`src/verilog/crap_pkg.sv`:
```
`default_nettype none
package crap_pkg;
  // ==========================================================================
  // Token and field encodings.
  // ==========================================================================
  localparam logic [7:0] TOK_WRITE = 8'hc0;
  localparam logic [7:0] TOK_READ  = 8'hc1;
  localparam logic [7:0] TOK_END   = 8'h01;
  localparam logic [7:0] TOK_ACK   = 8'h03;
  localparam logic [7:0] TOK_NACK  = 8'h04;
  localparam logic [7:0] NOREPLY_LOW = 8'hff;
  localparam logic [7:0] PS_RES_TYPE = 8'h0b;
  localparam int unsigned PS_SHIFT    = 8;
  // Suffix bits that route a channel-end to the tile and node banks.
  localparam logic [15:0] TILE_CFG_SUFFIX = 16'hc20c;
  localparam logic [15:0] NODE_CFG_SUFFIX = 16'hc30c;
  // ==========================================================================
  // Register bank.
  // ==========================================================================
  localparam int unsigned NUM_REGS = 8;
  localparam logic [31:0] REG_RESET = 32'h0000_0000;
  // ==========================================================================
  // Reset timing at 40 MHz.
  // ==========================================================================
  localparam int unsigned CLK_MHZ      = 40;
  localparam int unsigned RST_MIN_US   = 5;
  localparam int unsigned INIT_MAX_US  = 150;
  localparam int unsigned RST_MIN_CYC  = RST_MIN_US * CLK_MHZ;
  localparam int unsigned INIT_MAX_CYC = INIT_MAX_US * CLK_MHZ;
  localparam int unsigned BOOT_DLY_CYC = 16;
  // Count of bytes per field, minus one.
  localparam logic [2:0] ID_LAST   = 3'h2;
  localparam logic [2:0] REG_LAST  = 3'h1;
  localparam logic [2:0] DATA_LAST = 3'h3;

  // Processor-status resource identifier for a register number.
  function automatic logic [31:0] ps_resource(input logic [15:0] regnum);
    ps_resource = ({16'h0000, regnum} << PS_SHIFT) | {24'h000000, PS_RES_TYPE};
  endfunction
endpackage
`default_nettype wire

```
`src/verilog/crap_link_if.sv`:
```
`timescale 1ns/1ps
`default_nettype none
// Token link: each direction carries a byte with a control flag, valid/ready.
interface crap_link_if;
  logic       req_valid;
  logic       req_ready;
  logic       req_ctrl;
  logic [7:0] req_data;
  logic       rsp_valid;
  logic       rsp_ready;
  logic       rsp_ctrl;
  logic [7:0] rsp_data;
  logic [23:0] rsp_dest;
  modport dev (input req_valid, req_ctrl, req_data, rsp_ready,
               output req_ready, rsp_valid, rsp_ctrl, rsp_data, rsp_dest);
  modport req (output req_valid, req_ctrl, req_data, rsp_ready,
               input req_ready, rsp_valid, rsp_ctrl, rsp_data, rsp_dest);
endinterface
`default_nettype wire

```
`src/verilog/crap_device.sv`:
```
`timescale 1ns/1ps
`default_nettype none
module crap_device (
  // Clock and reset.
  input  wire logic        mclk_i,
  input  wire logic        reset_n_i,
  // Link.
  crap_link_if.dev         link,
  // User side.
  output logic             booted_o,
  output logic [31:0]      reg0_o,
  output logic [31:0]      ps_res_o
);
  // ==========================================================================
  // State.
  // ==========================================================================
  typedef enum logic [2:0] {
    ST_BOOT = 3'b000, ST_IDLE = 3'b001, ST_ID = 3'b011, ST_REG = 3'b010,
    ST_DATA = 3'b110, ST_END = 3'b111, ST_RSP = 3'b101, ST_SKIP = 3'b100
  } crap_dev_st_t;

  // Depth of the register bank; must exist before the state struct uses it.
  localparam int unsigned NUM_REGS_W = crap_pkg::NUM_REGS;

  typedef struct packed {
    crap_dev_st_t st;
    logic [12:0]  boot_cnt;
    logic         booted;
    logic         is_read;
    logic         bad;
    logic [2:0]   bcnt;
    logic [23:0]  reply_id;
    logic [15:0]  regnum;
    logic [31:0]  wdata;
    logic [31:0]  rdata;
    logic [2:0]   rsp_idx;
    logic         rsp_valid;
    logic         rsp_ctrl;
    logic [7:0]   rsp_data;
    logic         req_ready;
    logic [31:0]  ps_res;
    logic [NUM_REGS_W-1:0][31:0] regs;
  } crap_dev_t;

  crap_dev_t s_r;
  crap_dev_t s_nxt;
  logic      take;
  logic      sent;
  logic      ok;

  assign take = link.req_valid && s_r.req_ready;
  assign sent = s_r.rsp_valid && link.rsp_ready;
  assign ok   = !s_r.bad && (s_r.regnum < 16'(crap_pkg::NUM_REGS));

  // Byte of the response sequence; index 0 is the status token.
  function automatic logic [8:0] rsp_byte(input logic [2:0] idx,
                                          input logic good, input logic rd,
                                          input logic [31:0] d);
    if (idx == 3'h0) begin
      rsp_byte = {1'b1, good ? crap_pkg::TOK_ACK : crap_pkg::TOK_NACK};
    end else if (good && rd && idx < 3'h5) begin
      rsp_byte = {1'b0, d[8'(31 - 8 * (idx - 3'h1)) -: 8]};
    end else begin
      rsp_byte = {1'b1, crap_pkg::TOK_END};
    end
  endfunction

  // ==========================================================================
  // Next state. Unaligned framing is skipped to the closing token; a surplus byte where that token is due is answered at once.
  // ==========================================================================
  always_comb begin
    logic [8:0] b;
    logic [2:0] last;
    b = 9'h000;
    last = 3'h0;
    s_nxt = s_r;
    if (sent) begin
      s_nxt.rsp_valid = 1'b0;
    end
    unique case (s_r.st)
      ST_BOOT: begin
        // Boot starts a fixed delay after release, well inside the limit.
        s_nxt.boot_cnt = s_r.boot_cnt + 13'h0001;
        if (s_r.boot_cnt == 13'(crap_pkg::BOOT_DLY_CYC)) begin
          s_nxt.booted = 1'b1;
          s_nxt.req_ready = 1'b1;
          s_nxt.st = ST_IDLE;
        end
      end
      ST_IDLE: begin
        if (take) begin
          s_nxt.bcnt = 3'h0;
          s_nxt.bad = 1'b0;
          if (link.req_ctrl && link.req_data == crap_pkg::TOK_WRITE) begin
            s_nxt.is_read = 1'b0;
            s_nxt.st = ST_ID;
          end else if (link.req_ctrl &&
                       link.req_data == crap_pkg::TOK_READ) begin
            s_nxt.is_read = 1'b1;
            s_nxt.st = ST_ID;
          end else if (!(link.req_ctrl &&
                         link.req_data == crap_pkg::TOK_END)) begin
            s_nxt.st = ST_SKIP;
          end
        end
      end
      ST_ID, ST_REG, ST_DATA: begin
        last = (s_r.st == ST_ID) ? crap_pkg::ID_LAST :
               (s_r.st == ST_REG) ? crap_pkg::REG_LAST : crap_pkg::DATA_LAST;
        if (take) begin
          if (link.req_ctrl) begin
            s_nxt.bad = 1'b1;
            s_nxt.st = (link.req_data == crap_pkg::TOK_END) ? ST_RSP : ST_SKIP;
            s_nxt.rsp_idx = 3'h0;
            s_nxt.req_ready = (link.req_data != crap_pkg::TOK_END);
          end else begin
            s_nxt.bcnt = s_r.bcnt + 3'h1;
            // Most significant byte first: shift in at the bottom.
            if (s_r.st == ST_ID) begin
              s_nxt.reply_id = {s_r.reply_id[15:0], link.req_data};
            end else if (s_r.st == ST_REG) begin
              s_nxt.regnum = {s_r.regnum[7:0], link.req_data};
            end else begin
              s_nxt.wdata = {s_r.wdata[23:0], link.req_data};
            end
            if (s_r.bcnt == last) begin
              s_nxt.bcnt = 3'h0;
              s_nxt.st = (s_r.st == ST_ID) ? ST_REG :
                         (s_r.st == ST_REG && !s_r.is_read) ? ST_DATA : ST_END;
            end
          end
        end
      end
      ST_END: begin
        if (take) begin
          s_nxt.bad = !(link.req_ctrl && link.req_data == crap_pkg::TOK_END);
          s_nxt.rsp_idx = 3'h0;
          s_nxt.req_ready = 1'b0;
          s_nxt.st = ST_RSP;
          if (!s_nxt.bad && s_r.regnum < 16'(crap_pkg::NUM_REGS)) begin
            if (s_r.is_read) begin
              s_nxt.rdata = s_r.regs[s_r.regnum[2:0]];
            end else begin
              s_nxt.regs[s_r.regnum[2:0]] = s_r.wdata;
            end
          end
          // Silent write: performed, no reply sent.
          if (!s_r.is_read && s_r.reply_id[7:0] == crap_pkg::NOREPLY_LOW
              && link.req_ctrl && link.req_data == crap_pkg::TOK_END) begin
            s_nxt.st = ST_IDLE;
            s_nxt.req_ready = 1'b1;
          end
        end
      end
      ST_RSP: begin
        if (!s_r.rsp_valid || sent) begin
          if (s_r.rsp_idx != 3'h7) begin
            b = rsp_byte(s_r.rsp_idx, ok, s_r.is_read, s_r.rdata);
            s_nxt.rsp_valid = 1'b1;
            s_nxt.rsp_ctrl = b[8];
            s_nxt.rsp_data = b[7:0];
            s_nxt.rsp_idx = (b[8] && b[7:0] == crap_pkg::TOK_END) ?
                            3'h7 : s_r.rsp_idx + 3'h1;
          end else begin
            s_nxt.st = ST_IDLE;
            s_nxt.req_ready = 1'b1;
          end
        end
      end
      ST_SKIP: begin
        if (take && link.req_ctrl && link.req_data == crap_pkg::TOK_END) begin
          s_nxt.bad = 1'b1;
          s_nxt.is_read = 1'b0;
          s_nxt.rsp_idx = 3'h0;
          s_nxt.req_ready = 1'b0;
          s_nxt.st = ST_RSP;
        end
      end
    endcase
    s_nxt.ps_res = crap_pkg::ps_resource(s_nxt.regnum);
  end

  // Register the whole state.
  always_ff @(posedge mclk_i or negedge reset_n_i) begin
    if (!reset_n_i) begin
      s_r <= '0;
    end else begin
      s_r <= s_nxt;
    end
  end

  // ==========================================================================
  // Outputs straight from flip-flops.
  // ==========================================================================
  assign link.req_ready = s_r.req_ready;
  assign link.rsp_valid = s_r.rsp_valid;
  assign link.rsp_ctrl  = s_r.rsp_ctrl;
  assign link.rsp_data  = s_r.rsp_data;
  assign link.rsp_dest  = s_r.reply_id;
  assign booted_o       = s_r.booted;
  assign reg0_o         = s_r.regs[0];
  assign ps_res_o       = s_r.ps_res;
endmodule
`default_nettype wire

```
`src/flat_wrapper.sv`:
```
// flat-port wrapper written by rule: the top's interface ports become plain ports
module crap_device_flat 
  (mclk_i, reset_n_i, booted_o, reg0_o, ps_res_o, link_req_valid, link_req_ctrl, link_req_data, link_rsp_ready, link_req_ready, link_rsp_valid, link_rsp_ctrl, link_rsp_data, link_rsp_dest);
  crap_link_if link_i ();
  input  wire logic mclk_i;
  input  wire logic reset_n_i;
  output logic booted_o;
  output logic [31:0] reg0_o;
  output logic [31:0] ps_res_o;
  input wire logic [$bits(link_i.req_valid)-1:0] link_req_valid;
  input wire logic [$bits(link_i.req_ctrl)-1:0] link_req_ctrl;
  input wire logic [$bits(link_i.req_data)-1:0] link_req_data;
  input wire logic [$bits(link_i.rsp_ready)-1:0] link_rsp_ready;
  output wire logic [$bits(link_i.req_ready)-1:0] link_req_ready;
  output wire logic [$bits(link_i.rsp_valid)-1:0] link_rsp_valid;
  output wire logic [$bits(link_i.rsp_ctrl)-1:0] link_rsp_ctrl;
  output wire logic [$bits(link_i.rsp_data)-1:0] link_rsp_data;
  output wire logic [$bits(link_i.rsp_dest)-1:0] link_rsp_dest;
  assign link_i.req_valid = link_req_valid;
  assign link_i.req_ctrl = link_req_ctrl;
  assign link_i.req_data = link_req_data;
  assign link_i.rsp_ready = link_rsp_ready;
  assign link_req_ready = link_i.req_ready;
  assign link_rsp_valid = link_i.rsp_valid;
  assign link_rsp_ctrl = link_i.rsp_ctrl;
  assign link_rsp_data = link_i.rsp_data;
  assign link_rsp_dest = link_i.rsp_dest;
  crap_device u_core (.mclk_i(mclk_i), .reset_n_i(reset_n_i), .link(link_i), .booted_o(booted_o), .reg0_o(reg0_o), .ps_res_o(ps_res_o));
endmodule
```
`config.mk`:
```
export PLATFORM = sky130hd
export DESIGN_NAME = crap_device_flat
export DESIGN_NICKNAME = d
export VERILOG_FILES = /design/src/verilog/crap_pkg.sv /design/src/verilog/crap_link_if.sv /design/src/verilog/crap_device.sv /design/src/flat_wrapper.sv
export SDC_FILE = /design/constraint.sdc
export NUM_CORES = 1
export LEC_CHECK = 0
export ABC_AREA = 0
export BUFFER_PORTS_ARGS = -buffer_cell sky130_fd_sc_hd__buf_2
export CAP_MARGIN = 20
export CORE_MARGIN = 3
export CORE_UTILIZATION = 50
export DETAILED_ROUTE_END_ITERATION = 16
export PLACE_DENSITY = 0.68
export SYNTH_ARGS = -nofsm -noshare
export SYNTH_HDL_FRONTEND = slang
export SYNTH_SLANG_ARGS = --single-unit
```
`constraint.sdc`:
```
create_clock -name mclk_i -period 2.9 [get_ports mclk_i]
set_input_delay 0.29 -clock mclk_i [delete_from_list [all_inputs] [get_ports mclk_i]]
set_output_delay 0.29 -clock mclk_i [all_outputs]
set_load 0.02 [all_outputs]
```
Word-level counts from Yosys, hierarchy flattened
Cells that the tools add are included.
{ "word_totals": {"regBits": 415, "output_inout_bits": 100, "input_bits": 13, "word_cells": 174} }
{ "classes": {"muxes": 65, "n_bitwise": 4, "n_eq_ne": 29, "order_cmp": 4, "shifts": 1, "addsub": 5, "n_reduce_logical": 42} }
{ "op_table": {"columns": ["operator", "count"], "rows": [
  ["$bwmux 256", 1],
  ["$bmux 32 s3", 1],
  ["$demux 32 s3", 1],
  ["$mux 32", 3],
  ["$mux 48", 2],
  ["$mux 76", 1],
  ["$mux 75", 1],
  ["$mux 3", 22],
  ["$mux 9", 5],
  ["$shiftx 39x9->8", 1],
  ["$eq 8x8->1 const B", 3],
  ["$mux 24", 1],
  ["$reduce_and 4->1", 5],
  ["$pmux 3 s6", 1],
  ["$logic_and 1x1->1", 17],
  ["$eq 8x1->1 const B", 2],
  ["$lt 16x4->1 const B", 1],
  ["$mux 16", 1],
  ["$mux 1", 14],
  ["$mux 14", 1],
  ["$ne 2x1->1 const B", 7],
  ["$add 13x1->13 const B", 1],
  ["$eq 13x5->1 const B", 1],
  ["$mux 13", 1],
  ["39 further kinds", 56]
]} }

Longest topological paths before layout
Gate-level depths: netlist (run 1).
{ "depth": {"ltp_word": 15, "depth_mapped": 8, "depth_no_buf": 7} }

Least setup slack after synthesis (run 1)
No wires, ideal clock.
{ "synth_path": {"path_kind": "input to register", "start": "input port link_req_data[1]", "end": "register u_core.s_r[100] in the netlist's numbering", "setup_slack_ns": 0.318, "t_required_ns": 2.775, "cell_stages": 7, "t_arrival_ns": 2.457, "setup_ns": 0.125, "path_buffers": 2, "path_cell_list": "or4_1 buf_2 nor4_4 nand4_2 nor2_1 buf_4 mux2_2"} }
{ "synth_between": {"elab_chain_len": 4} }
{ "synth_rtl": {"columns": ["element", "line_no", "text"], "rows": [
  ["from (decl)", "flat_wrapper.sv:12", "input wire logic [$bits(link_i.req_data)-1:0] link_req_data;"],
  ["$eq 8x1->1", "crap_device.sv:136", "s_nxt.bad = !(link.req_ctrl && link.req_data == crap_pkg::TOK_END);"],
  ["$logic_and 1x1->1", "crap_device.sv:136", null],
  ["$logic_and 1x1->1", "crap_device.sv:140", "if (!s_nxt.bad && s_r.regnum < 16'(crap_pkg::NUM_REGS)) begin"],
  ["$reduce_and 4->1 (no source line)", null, null],
  ["to (signal assigned)", "crap_device.sv:188", "s_r <= s_nxt;"],
  ["to (decl)", "crap_device.sv:45", "crap_dev_t s_r;"]
]} }
No other way between the ends.
A chain may end at the register's enable or synchronous reset.

Worst setup path in the final report (run 1)
{ "layout_path": {"start": "input port link_req_data[3]", "end": "register u_core.s_r[47] in the netlist's numbering"} }
Same word-level chain as after synthesis.

==> results of run 1 <==
-- per-stage QoR --
| stage | cells | util |
|---|---|---|
| global placement | 1939 | 0.526 |
| finish | 2016 | 0.564 |
| floorplan | 1497 | - |
| detailed placement | 1939 | 0.526 |
| global route | 2016 | 0.564 |
| CTS | 2016 | 0.563 |
-- Yosys cell counts, drive strengths merged, types with 10 or more instances --
| master | number |
|---|---|
| nor2 | 53 |
| nor2b | 11 |
| nand2 | 76 |
| dfrtp | 397 |
| clkbuf | 46 |
| a21oi | 41 |
| nand3 | 16 |
| a211o | 18 |
| buf | 162 |
| inv | 17 |
| a22oi | 32 |
| nand4 | 10 |
| mux2i | 43 |
| o21ai | 41 |
| a222oi | 13 |
| a22o | 12 |
| mux2 | 361 |
-- worst max-delay path by stage --
| stage | start | end | slack, ns | depth (start not counted) |
|---|---|---|---|---|
| final | link_req_data[3] | u_core.s_r[47] | 0.17 | 8 |
| after global routing | link_req_data[3] | u_core.s_r[45] | 0.08 | 8 |
| after CTS | link_req_data[3] | u_core.s_r[47] | 0.09 | 8 |
| after detailed placement | link_req_data[1] | u_core.s_r[55] | 0.07 | 7 |
| after global placement | link_req_data[1] | u_core.s_r[50] | 0.12 | 7 |
| after floorplan | link_req_data[1] | u_core.s_r[100] | 0.32 | 7 |
-- area by class of cell --
cell class,instances,area [um^2]
Tap cell,504,631
Timing Repair Buffer,148,1080
Fill cell,3012,16200
Inverter,17,63.8
Clock buffer,62,1220
Clock inverter,13,135
Sequential cell,397,9940
Multi-Input combinational cell,875,7820
-- timing repair --
| item | in CTS | in global routing |
|---|---|---|
| gates resized for setup | 0 | 2 |
| hold endpoints to repair | 78 | 0 |
| hold buffers | 2 | 0 |
| setup endpoints to repair | 0 | 12 |
-- logic make-up after synthesis --
kind of cell	after synthesis
adders and majority gates	8
and+or+nand+nor	217
muxes	412
DFF	397
xor gates and xnor gates	13
other	2
buffers and inverters	225
AOI/OAI and AO/OA	211
-- metal layers --
| metal | up-vias | track usage |
|---|---|---|
| li1 | 5224 | - |
| met1 | 6103 | 0.315 |
| met2 | 296 | 0.351 |
| met3 | 73 | 0.0321 |
| met4 | 0 | 0.0612 |
| met5 | - | 0 |
-- flip-flops by register name, indices dropped and copies added (netlist names) --
register / flops
u_core.booted_o: 1
u_core.link.rsp_ctrl: 1
u_core.s_r: 328
u_core.ps_res_o: 1
u_core.link.rsp_data: 8
u_core.link.rsp_dest: 24
u_core.reg0_o: 32
u_core.link.rsp_valid: 1
u_core.link.req_ready: 1
-- worst max-delay path, stage by stage --
cell,delay (ns)
dlygate4sd3_1,0.53
buf_2,0.15
or4_1,0.61
nor4_4,0.36
nand4_4,0.23
nor4_4,0.41
buf_12,0.22
mux2_2,0.35
-- power by group through the flow --
| stage | clock [mW] | combinational [mW] | sequential, mW |
|---|---|---|---|
| 6_report | 5.30 | 0.171 | 5.54 |
| 4_1_cts | 5.43 | 0.179 | 5.54 |
| 2_1_floorplan | 0 | 0.0399 | 5.64 |
| 3_3_place_gp | 0 | 0.174 | 5.64 |
| 5_1_grt | 5.67 | 0.197 | 5.54 |
| 3_5_place_dp | 0 | 0.176 | 5.64 |
==> impl_metrics.env, run 1 <==
export IMPL_postRouteAntennaNets=0
export IMPL_worst_ir_drop_on_vdd_v=0.000352
export IMPL_floorplan_die_width_um=201
export IMPL_rsz0062_at_grt="false"
export IMPL_max_freq_mhz=367
export IMPL_gr_total_overflow=0
export IMPL_timing_hold_violations_final=0
export IMPL_clk_latency_ns=0.56
export IMPL_drc=0
export IMPL_worstPathRequired_ns=3.33
export IMPL_synth_fa_ha_area_frac=0.00526
export IMPL_static_leakage_power_nw=10.4
export IMPL_boundaryPins=113
export IMPL_worstMarginPinSlew_ns=1.12
export IMPL_start_kind="primary input"
export IMPL_place_ws_ns=0.0684
export IMPL_whs_endpoint="u_core.s_r[367]"
export IMPL_critPathKind="primary input to flip-flop"
export IMPL_tritoncts="done"
export IMPL_regToRegSetupSlack_ns=0.34
export IMPL_synth_xor_area_frac=0.00598
export IMPL_vias_in_the_first_global_route=11937
export IMPL_antenna_found_initial=0
export IMPL_placed_area_um2=19500
export IMPL_h_tree_depth=2
export IMPL_most_used_dff_post_synth="dfrtp_1"
export IMPL_cp_data_arrival_time_ns=3.16
export IMPL_maxSlewViolCount=0
export IMPL_setup_tns_ns=0
export IMPL_power_switching_share=0.213
export IMPL_grt_pass1_wl_um=70800
export IMPL_coreArea_um2=37000
export IMPL_synth_seq_area_share=0.522
export IMPL_final_period_utilization=0.941
export IMPL_main_area_contributors_after_synthesis="dfrtp_1 52%, mux2_2 18%, mux2_4 4.5%, buf_4 4.3%, mux2i_1 2.3%"
export IMPL_met1_length_um=20100
export IMPL_root_buffer="clkbuf_16"
export IMPL_syn_avg_cell_area_um2=12.8
export IMPL_first_pass_iters=5
export IMPL_total_power_mw=11.0
export IMPL_hold_class="primary input to flip-flop"
export IMPL_max_slew_margin_rel=0.254
export IMPL_postCtsSetupBuffers=0
export IMPL_nets=1503
export IMPL_fp_row_count=70
export IMPL_synth_yosys_warnings=0
export IMPL_final_setup_skew_ns=0.0209
export IMPL_clockBufferDepth=3
export IMPL_place_port_buffers=99
export IMPL_postSynthRegisterBits=397
export IMPL_final_design_area_no_fill_um2=20900
export IMPL_hp_start="link_req_data[1]"
export IMPL_power_per_cell_area_nw_per_um2=527
export IMPL_count_of_cell_types_in_the_netlist=68
export IMPL_muxShareOfSynthArea=0.257
export IMPL_worst_hold_path_num_cells=2
export IMPL_layout_cells_most_common="dfrtp_1"
export IMPL_post_synth_instance_area_um2=19000
export IMPL_start_util=0.514
export IMPL_groute_usage_overall=0.219
export IMPL_synth_enable_flop_cells=0
export IMPL_post_synth_inst_count=1485
export IMPL_worst_setup_hold_path_clk_slew_ns=0.06
export IMPL_layout_cells_most_common_list="394 x dfrtp_1, 303 x mux2_2, 98 x buf_2"
export IMPL_drive_gt1_frac=0.394
export IMPL_cts_num_sinks=397
export IMPL_pwr_share_clk=0.481
export IMPL_p_int_mw=8.67
export IMPL_timing_rr_start="u_core.s_r[375]"
export IMPL_timing_rr_end="u_core.s_r[47]"
export IMPL_seq_power_share=0.503
export IMPL_floorplan_die_height_um=201
export IMPL_critPathMaxFanout=18
export IMPL_worst_r2r_cell_count=6
export IMPL_worst_hold_slack_ns=0.0480
export IMPL_detailroute_via_count=11696
export IMPL_avgRoutedWirePerCell_um=22.0
export IMPL_maxUsedRoutingLayer="met4"
export IMPL_grt_max_degree=85
export IMPL_die_area_um2=40400
export IMPL_max_cap_violations=0
export IMPL_viasPerCell=5.80
export IMPL_route_met3_wl_um=2120
export IMPL_finalWirelength_um=44400
export IMPL_post_route_min_period_ns=2.73
export IMPL_wl_met2_um=21200
export IMPL_dp_hpwl_um=28300
export IMPL_area_fraction_in_compound_gates_after_synthesis=0.0784
export IMPL_dominant_combinational_cell_family_by_area_after_synthesis="multiplexers"
export IMPL_area_growth_syn_to_layout_pct=9.78
export IMPL_detailedRoute_firstIterationViolations=1090
export IMPL_synth_async_sr_flop_share=1.00
export IMPL_run_status="complete, no violations"
export IMPL_setup_slack_ns=0.172
export IMPL_yosys_area_share_simple=0.0598
export IMPL_pwr_share_comb=0.016
export IMPL_endpoint_kind="flip-flop"
export IMPL_gp_congestion=0.819
export IMPL_synth_top_area_frac=0.522
export IMPL_total_switching_power_mw=2.34
export IMPL_setup_violations=0
export IMPL_cts_buffers=43
export IMPL_diode_count=0
export IMPL_synth_top_cell_by_area="dfrtp_1"
(Power assumes the default switching activity.)
==> run 2, diff against run 1 <==
HOLD_SLACK_MARGIN = 0.06   (was unset)
SETUP_SLACK_MARGIN = 0.5   (was unset)
==> impl_metrics.env, run 2 (synthesized netlist as in run 1, its figures left out) <==
export IMPL_power_switching_share=0.215
export IMPL_hold_class="primary input to flip-flop"
export IMPL_run_status="complete, no violations"
export IMPL_whs_endpoint="u_core.s_r[366]"
export IMPL_worst_r2r_cell_count=6
export IMPL_drive_gt1_frac=0.404
export IMPL_place_port_buffers=99
export IMPL_floorplan_die_height_um=201
export IMPL_clk_latency_ns=0.56
export IMPL_number_of_flip_flops_under_the_largest_register_name=328
export IMPL_diode_count=0
export IMPL_largest_register="u_core.s_r"
export IMPL_fp_row_count=70
export IMPL_critPathMaxFanout=22
export IMPL_total_switching_power_mw=2.32
export IMPL_layout_cells_most_common="dfrtp_1"
export IMPL_regToRegSetupSlack_ns=0.62
export IMPL_met1_track_usage_gr=0.315
export IMPL_boundaryPins=113
export IMPL_slowest_stage="dfrtp_2"
export IMPL_endpoint_kind="flip-flop"
export IMPL_worstPathCellList="nor4_4, and4_4, and4b_4, nand3b_4, buf_4, mux2_4"
export IMPL_antenna_found_initial=0
export IMPL_cts_num_sinks=397
export IMPL_worstPathBufferInverterCount=1
export IMPL_nets=1529
export IMPL_max_cap_violations=0
export IMPL_rsz0062_at_grt="false"
export IMPL_max_freq_mhz=438
export IMPL_grt_pass1_wl_um=72700
export IMPL_setup_tns_ns=0
export IMPL_post_route_min_period_ns=2.28
export IMPL_power_per_cell_area_nw_per_um2=512
export IMPL_grt_max_degree=88
export IMPL_detailroute_via_count=11878
export IMPL_pwr_share_comb=0.017
export IMPL_start_util=0.514
export IMPL_worstMarginPinSlew_ns=0.882
export IMPL_setup_violations=0
export IMPL_static_leakage_power_nw=10.5
export IMPL_seq_power_share=0.512
export IMPL_hp_start="link_req_data[0]"
export IMPL_viasPerCell=5.83
export IMPL_die_area_um2=40400
export IMPL_start_kind="flip-flop"
export IMPL_tritoncts="done"
export IMPL_drc=0
export IMPL_final_setup_skew_ns=0.0173
export IMPL_gr_total_overflow=0
export IMPL_groute_usage_overall=0.226
export IMPL_max_slew_margin_rel=0.410
export IMPL_first_pass_iters=6
export IMPL_area_growth_syn_to_layout_pct=11.1
export IMPL_p_int_mw=8.51
export IMPL_clockBufferDepth=3
export IMPL_timing_hold_violations_final=0
export IMPL_cts_buffers=43
export IMPL_grt_most_used_layer="met2"
export IMPL_final_design_area_no_fill_um2=21100
export IMPL_coreArea_um2=37000
export IMPL_placed_area_um2=19600
export IMPL_timing_rr_end="u_core.s_r[135]"
export IMPL_gr_usage_met3=0.0383
export IMPL_slowest_delay_ns=0.44
export IMPL_pwr_share_clk=0.471
export IMPL_worst_setup_hold_path_clk_slew_ns=0.06
export IMPL_postRouteAntennaNets=0
export IMPL_timing_rr_start="u_core.s_r[369]"
export IMPL_vias_in_the_first_global_route=12466
export IMPL_maxSlewViolCount=0
export IMPL_critPathKind="flip-flop to flip-flop"
export IMPL_finalWirelength_um=45400
export IMPL_timing_critical_path_max_delay_family="simple AND/OR/NAND/NOR gates"
export IMPL_gp_congestion=0.824
export IMPL_worst_ir_drop_on_vdd_v=0.000348
export IMPL_dp_hpwl_um=29200
export IMPL_avgRoutedWirePerCell_um=22.3
export IMPL_final_period_utilization=0.787
export IMPL_cp_data_arrival_time_ns=2.72
export IMPL_floorplan_die_width_um=201
export IMPL_worstPathRequired_ns=3.34
export IMPL_layout_cells_most_common_list="393 x dfrtp_1, 303 x mux2_2, 98 x buf_2"
export IMPL_detailedRoute_firstIterationViolations=884
export IMPL_root_buffer="clkbuf_16"
export IMPL_h_tree_depth=2
export IMPL_worst_hold_path_num_cells=2
export IMPL_grt_met2_usage=0.366
[run 2: cell type report]
cell class	instances	area [um^2]
sequential	397	9940
multi-input combinational	875	7860
clock inverter	8	57.6
inverter	17	63.8
timing repair buffer	174	1350
clock buffer	63	1230
fill	2996	15900
tap	504	631
[run 2: per-stage QoR]
step                      setup WS [ns]  cells  power, mW  utilization  hold slack [ns]
after global routing              0.519   2038       11.2        0.571            0.111
after global placement            0.161   1948       5.82        0.529            0.376
after floorplan                   0.345   1497       5.68            -         -0.00559
final                             0.618   2038       10.8        0.571            0.129
after detailed placement          0.115   1949       5.82        0.529            0.368
after CTS                         0.536   2032       11.0        0.568           0.0904
[run 2: worst max path at each step]
stage | slack (ns) | start | end | cells after the start
floorplan | 0.35 | link_req_data[1] | u_core.s_r[161] | 7
global placement | 0.16 | link_req_data[1] | u_core.s_r[146] | 7
detailed placement | 0.12 | link_req_data[1] | u_core.s_r[135] | 7
CTS | 0.54 | u_core.s_r[412] | u_core.s_r[426] | 7
global route | 0.52 | u_core.s_r[369] | u_core.s_r[234] | 7
finish | 0.62 | u_core.s_r[369] | u_core.s_r[135] | 6
[run 2: power by group through the flow]
stage	combinational [mW]	clock [mW]	sequential, mW
final	0.184	5.10	5.54
after global routing	0.211	5.46	5.54
after CTS	0.191	5.23	5.54
after detailed placement	0.182	0	5.64
after global placement	0.180	0	5.64
after floorplan	0.0407	0	5.64
[run 2: routing by layer]
metal | share of wire | vias to the layer above
met2 | 0.48 | 275
met3 | 0.045 | 75
met4 | 0.024 | 0
li1 | - | 5277
met1 | 0.45 | 6251
met5 | 0 | -
[run 2: timing repair]
item / in CTS / in global routing
hold buffers: 7 / 0
gates resized for setup: 7 / 5
gates cloned: 0 / 1
buffers inserted: 5 / 5
hold endpoints to repair: 95 / 0
setup endpoints to repair: 214 / 58
pin swaps: 2 / 3
==> run 3, diff against run 2 <==
clock period = 2.4 ns   (was 2.9 ns; I/O delays follow)
==> impl_metrics.env, run 3 (synthesized netlist as in run 1, its figures left out) <==
export IMPL_endpoint_kind="flip-flop"
export IMPL_worst_ir_drop_on_vdd_v=0.000431
export IMPL_detailedRoute_firstIterationViolations=932
export IMPL_power_switching_share=0.211
export IMPL_place_ws_ns=-0.181
export IMPL_setup_violations=0
export IMPL_boundaryPins=113
export IMPL_coreArea_um2=37000
export IMPL_maxSlewViolCount=0
export IMPL_postRouteAntennaNets=0
export IMPL_worst_r2r_cell_count=8
export IMPL_cts_num_sinks=397
export IMPL_post_route_min_period_ns=2.34
export IMPL_critPathKind="flip-flop to flip-flop"
export IMPL_number_of_standard_cells_in_the_final_layout_excluding_fillers=2118
export IMPL_placed_area_um2=20100
export IMPL_finalWirelength_um=49200
export IMPL_power_per_cell_area_nw_per_um2=573
export IMPL_final_design_area_no_fill_um2=23200
export IMPL_grt_max_degree=74
export IMPL_diode_count=0
export IMPL_area_growth_syn_to_layout_pct=21.9
export IMPL_largest_register="u_core.s_r"
export IMPL_clk_latency_ns=0.57
export IMPL_grt_pass1_wl_um=76400
export IMPL_vias_in_the_first_global_route=12735
export IMPL_rsz0062_at_grt="true"
export IMPL_worstPathRequired_ns=2.85
export IMPL_timing_hold_violations_final=0
export IMPL_number_of_flip_flops_under_the_largest_register_name=328
export IMPL_max_cap_violations=0
export IMPL_gp_congestion=0.845
export IMPL_layout_cells_most_common="dfrtp_1"
export IMPL_max_slew_margin_rel=0.553
export IMPL_start_kind="flip-flop"
export IMPL_worstMarginPinSlew_ns=0.668
export IMPL_fp_row_count=70
export IMPL_placed_cells_incl_taps=1979
export IMPL_max_freq_mhz=428
export IMPL_drive_gt1_frac=0.500
export IMPL_final_setup_skew_ns=0.0205
export IMPL_detailroute_via_count=12337
export IMPL_tritoncts="done"
export IMPL_run_status="complete, no violations"
export IMPL_cp_data_arrival_time_ns=2.78
export IMPL_total_power_mw=13.3
export IMPL_nets=1610
export IMPL_final_period_utilization=0.974
export IMPL_floorplan_die_height_um=201
export IMPL_root_buffer="clkbuf_16"
export IMPL_groute_usage_overall=0.240
export IMPL_critPathMaxFanout=8
export IMPL_floorplan_die_width_um=201
export IMPL_p_int_mw=10.5
export IMPL_total_switching_power_mw=2.80
export IMPL_dp_hpwl_um=30200
export IMPL_clockBufferDepth=3
export IMPL_seq_power_share=0.504
export IMPL_num_fill_cells=2750
export IMPL_place_port_buffers=99
export IMPL_worst_hold_path_num_cells=3
export IMPL_viasPerCell=5.82
export IMPL_die_area_um2=40400
export IMPL_static_leakage_power_nw=11.4
export IMPL_h_tree_depth=2
export IMPL_pwr_share_comb=0.018
export IMPL_gr_total_overflow=0
export IMPL_cts_buffers=41
export IMPL_drc=0
export IMPL_avgRoutedWirePerCell_um=23.2
export IMPL_hold_class="primary input to flip-flop"
export IMPL_antenna_found_initial=0
export IMPL_setup_slack_ns=0.0620
export IMPL_first_pass_iters=5
export IMPL_start_util=0.514
export IMPL_pwr_share_clk=0.478
export IMPL_layout_cells_most_common_list="394 x dfrtp_1, 224 x mux2_2, 137 x mux2_4"
export IMPL_worst_setup_hold_path_clk_slew_ns=0.06
run 3: area by class of cell:
cell class | count | area (um^2) | share of cell area
sequential | 397 | 9940 | 0.429
multi-input combinational | 875 | 8710 | 0.376
timing repair buffer | 257 | 2520 | 0.109
clock buffer | 57 | 1180 | 0.0508
tap | 504 | 631 | 0.0272
clock inverter | 11 | 146 | 0.00631
inverter | 17 | 63.8 | 0.00275
run 3: stage by stage:
step           utilization  setup TNS [ns]  hold slack [ns]
2_1_floorplan            -          -12.31          -0.0556
3_3_place_gp         0.541          -10.22            0.276
4_1_cts              0.605               0           0.0609
3_5_place_dp         0.542          -18.14            0.270
6_report             0.626               0           0.0818
5_1_grt              0.626          -0.702           0.0853
run 3: repair_timing:
item	in CTS	in global routing
cloned	9	2
endpoints found under the hold margin	77	0
endpoints found under the setup margin	377	379
hold buffers	6	0
setup buffers	39	15
pin swaps	27	66
gates resized for setup	107	170
run 3: final timing paths:
path | start | endpoint | slack [ns]
max | u_core.s_r[375] | u_core.s_r[165] | 0.06
min | link_req_data[0] | u_core.s_r[366] | 0.08
max reg2reg | u_core.s_r[375] | u_core.s_r[165] | 0.06
min reg2reg | u_core.link.rsp_ctrl | u_core.link.rsp_ctrl | 0.47
max in group asynchronous | reset_n_i | u_core.reg0_o[1] | 1.38
min in group asynchronous | reset_n_i | u_core.ps_res_o[3] | 0.25
run 3: power groups by stage:
stage	sequential [mW]	combinational [mW]	clock (mW)
after floorplan	6.82	0.0492	0
after global placement	6.82	0.236	0
after detailed placement	6.82	0.238	0
after CTS	6.69	0.246	6.48
after global routing	6.69	0.270	6.76
final	6.69	0.237	6.36
run 3: routing by layer:
layer,GRT usage,share of wire
met5,0,0
met4,0.0725,0.027
met3,0.0465,0.049
met2,0.392,0.48
met1,0.328,0.44
run 3: worst max-delay path, stage by stage (launching register included):
cell and delay (ns):
dfrtp_1 0.42, nor4_4 0.31, buf_4 0.16, and4_4 0.26, nand4_4 0.14, nor3b_4 0.23
buf_6 0.20, clkbuf_16 0.20, mux2_4 0.30
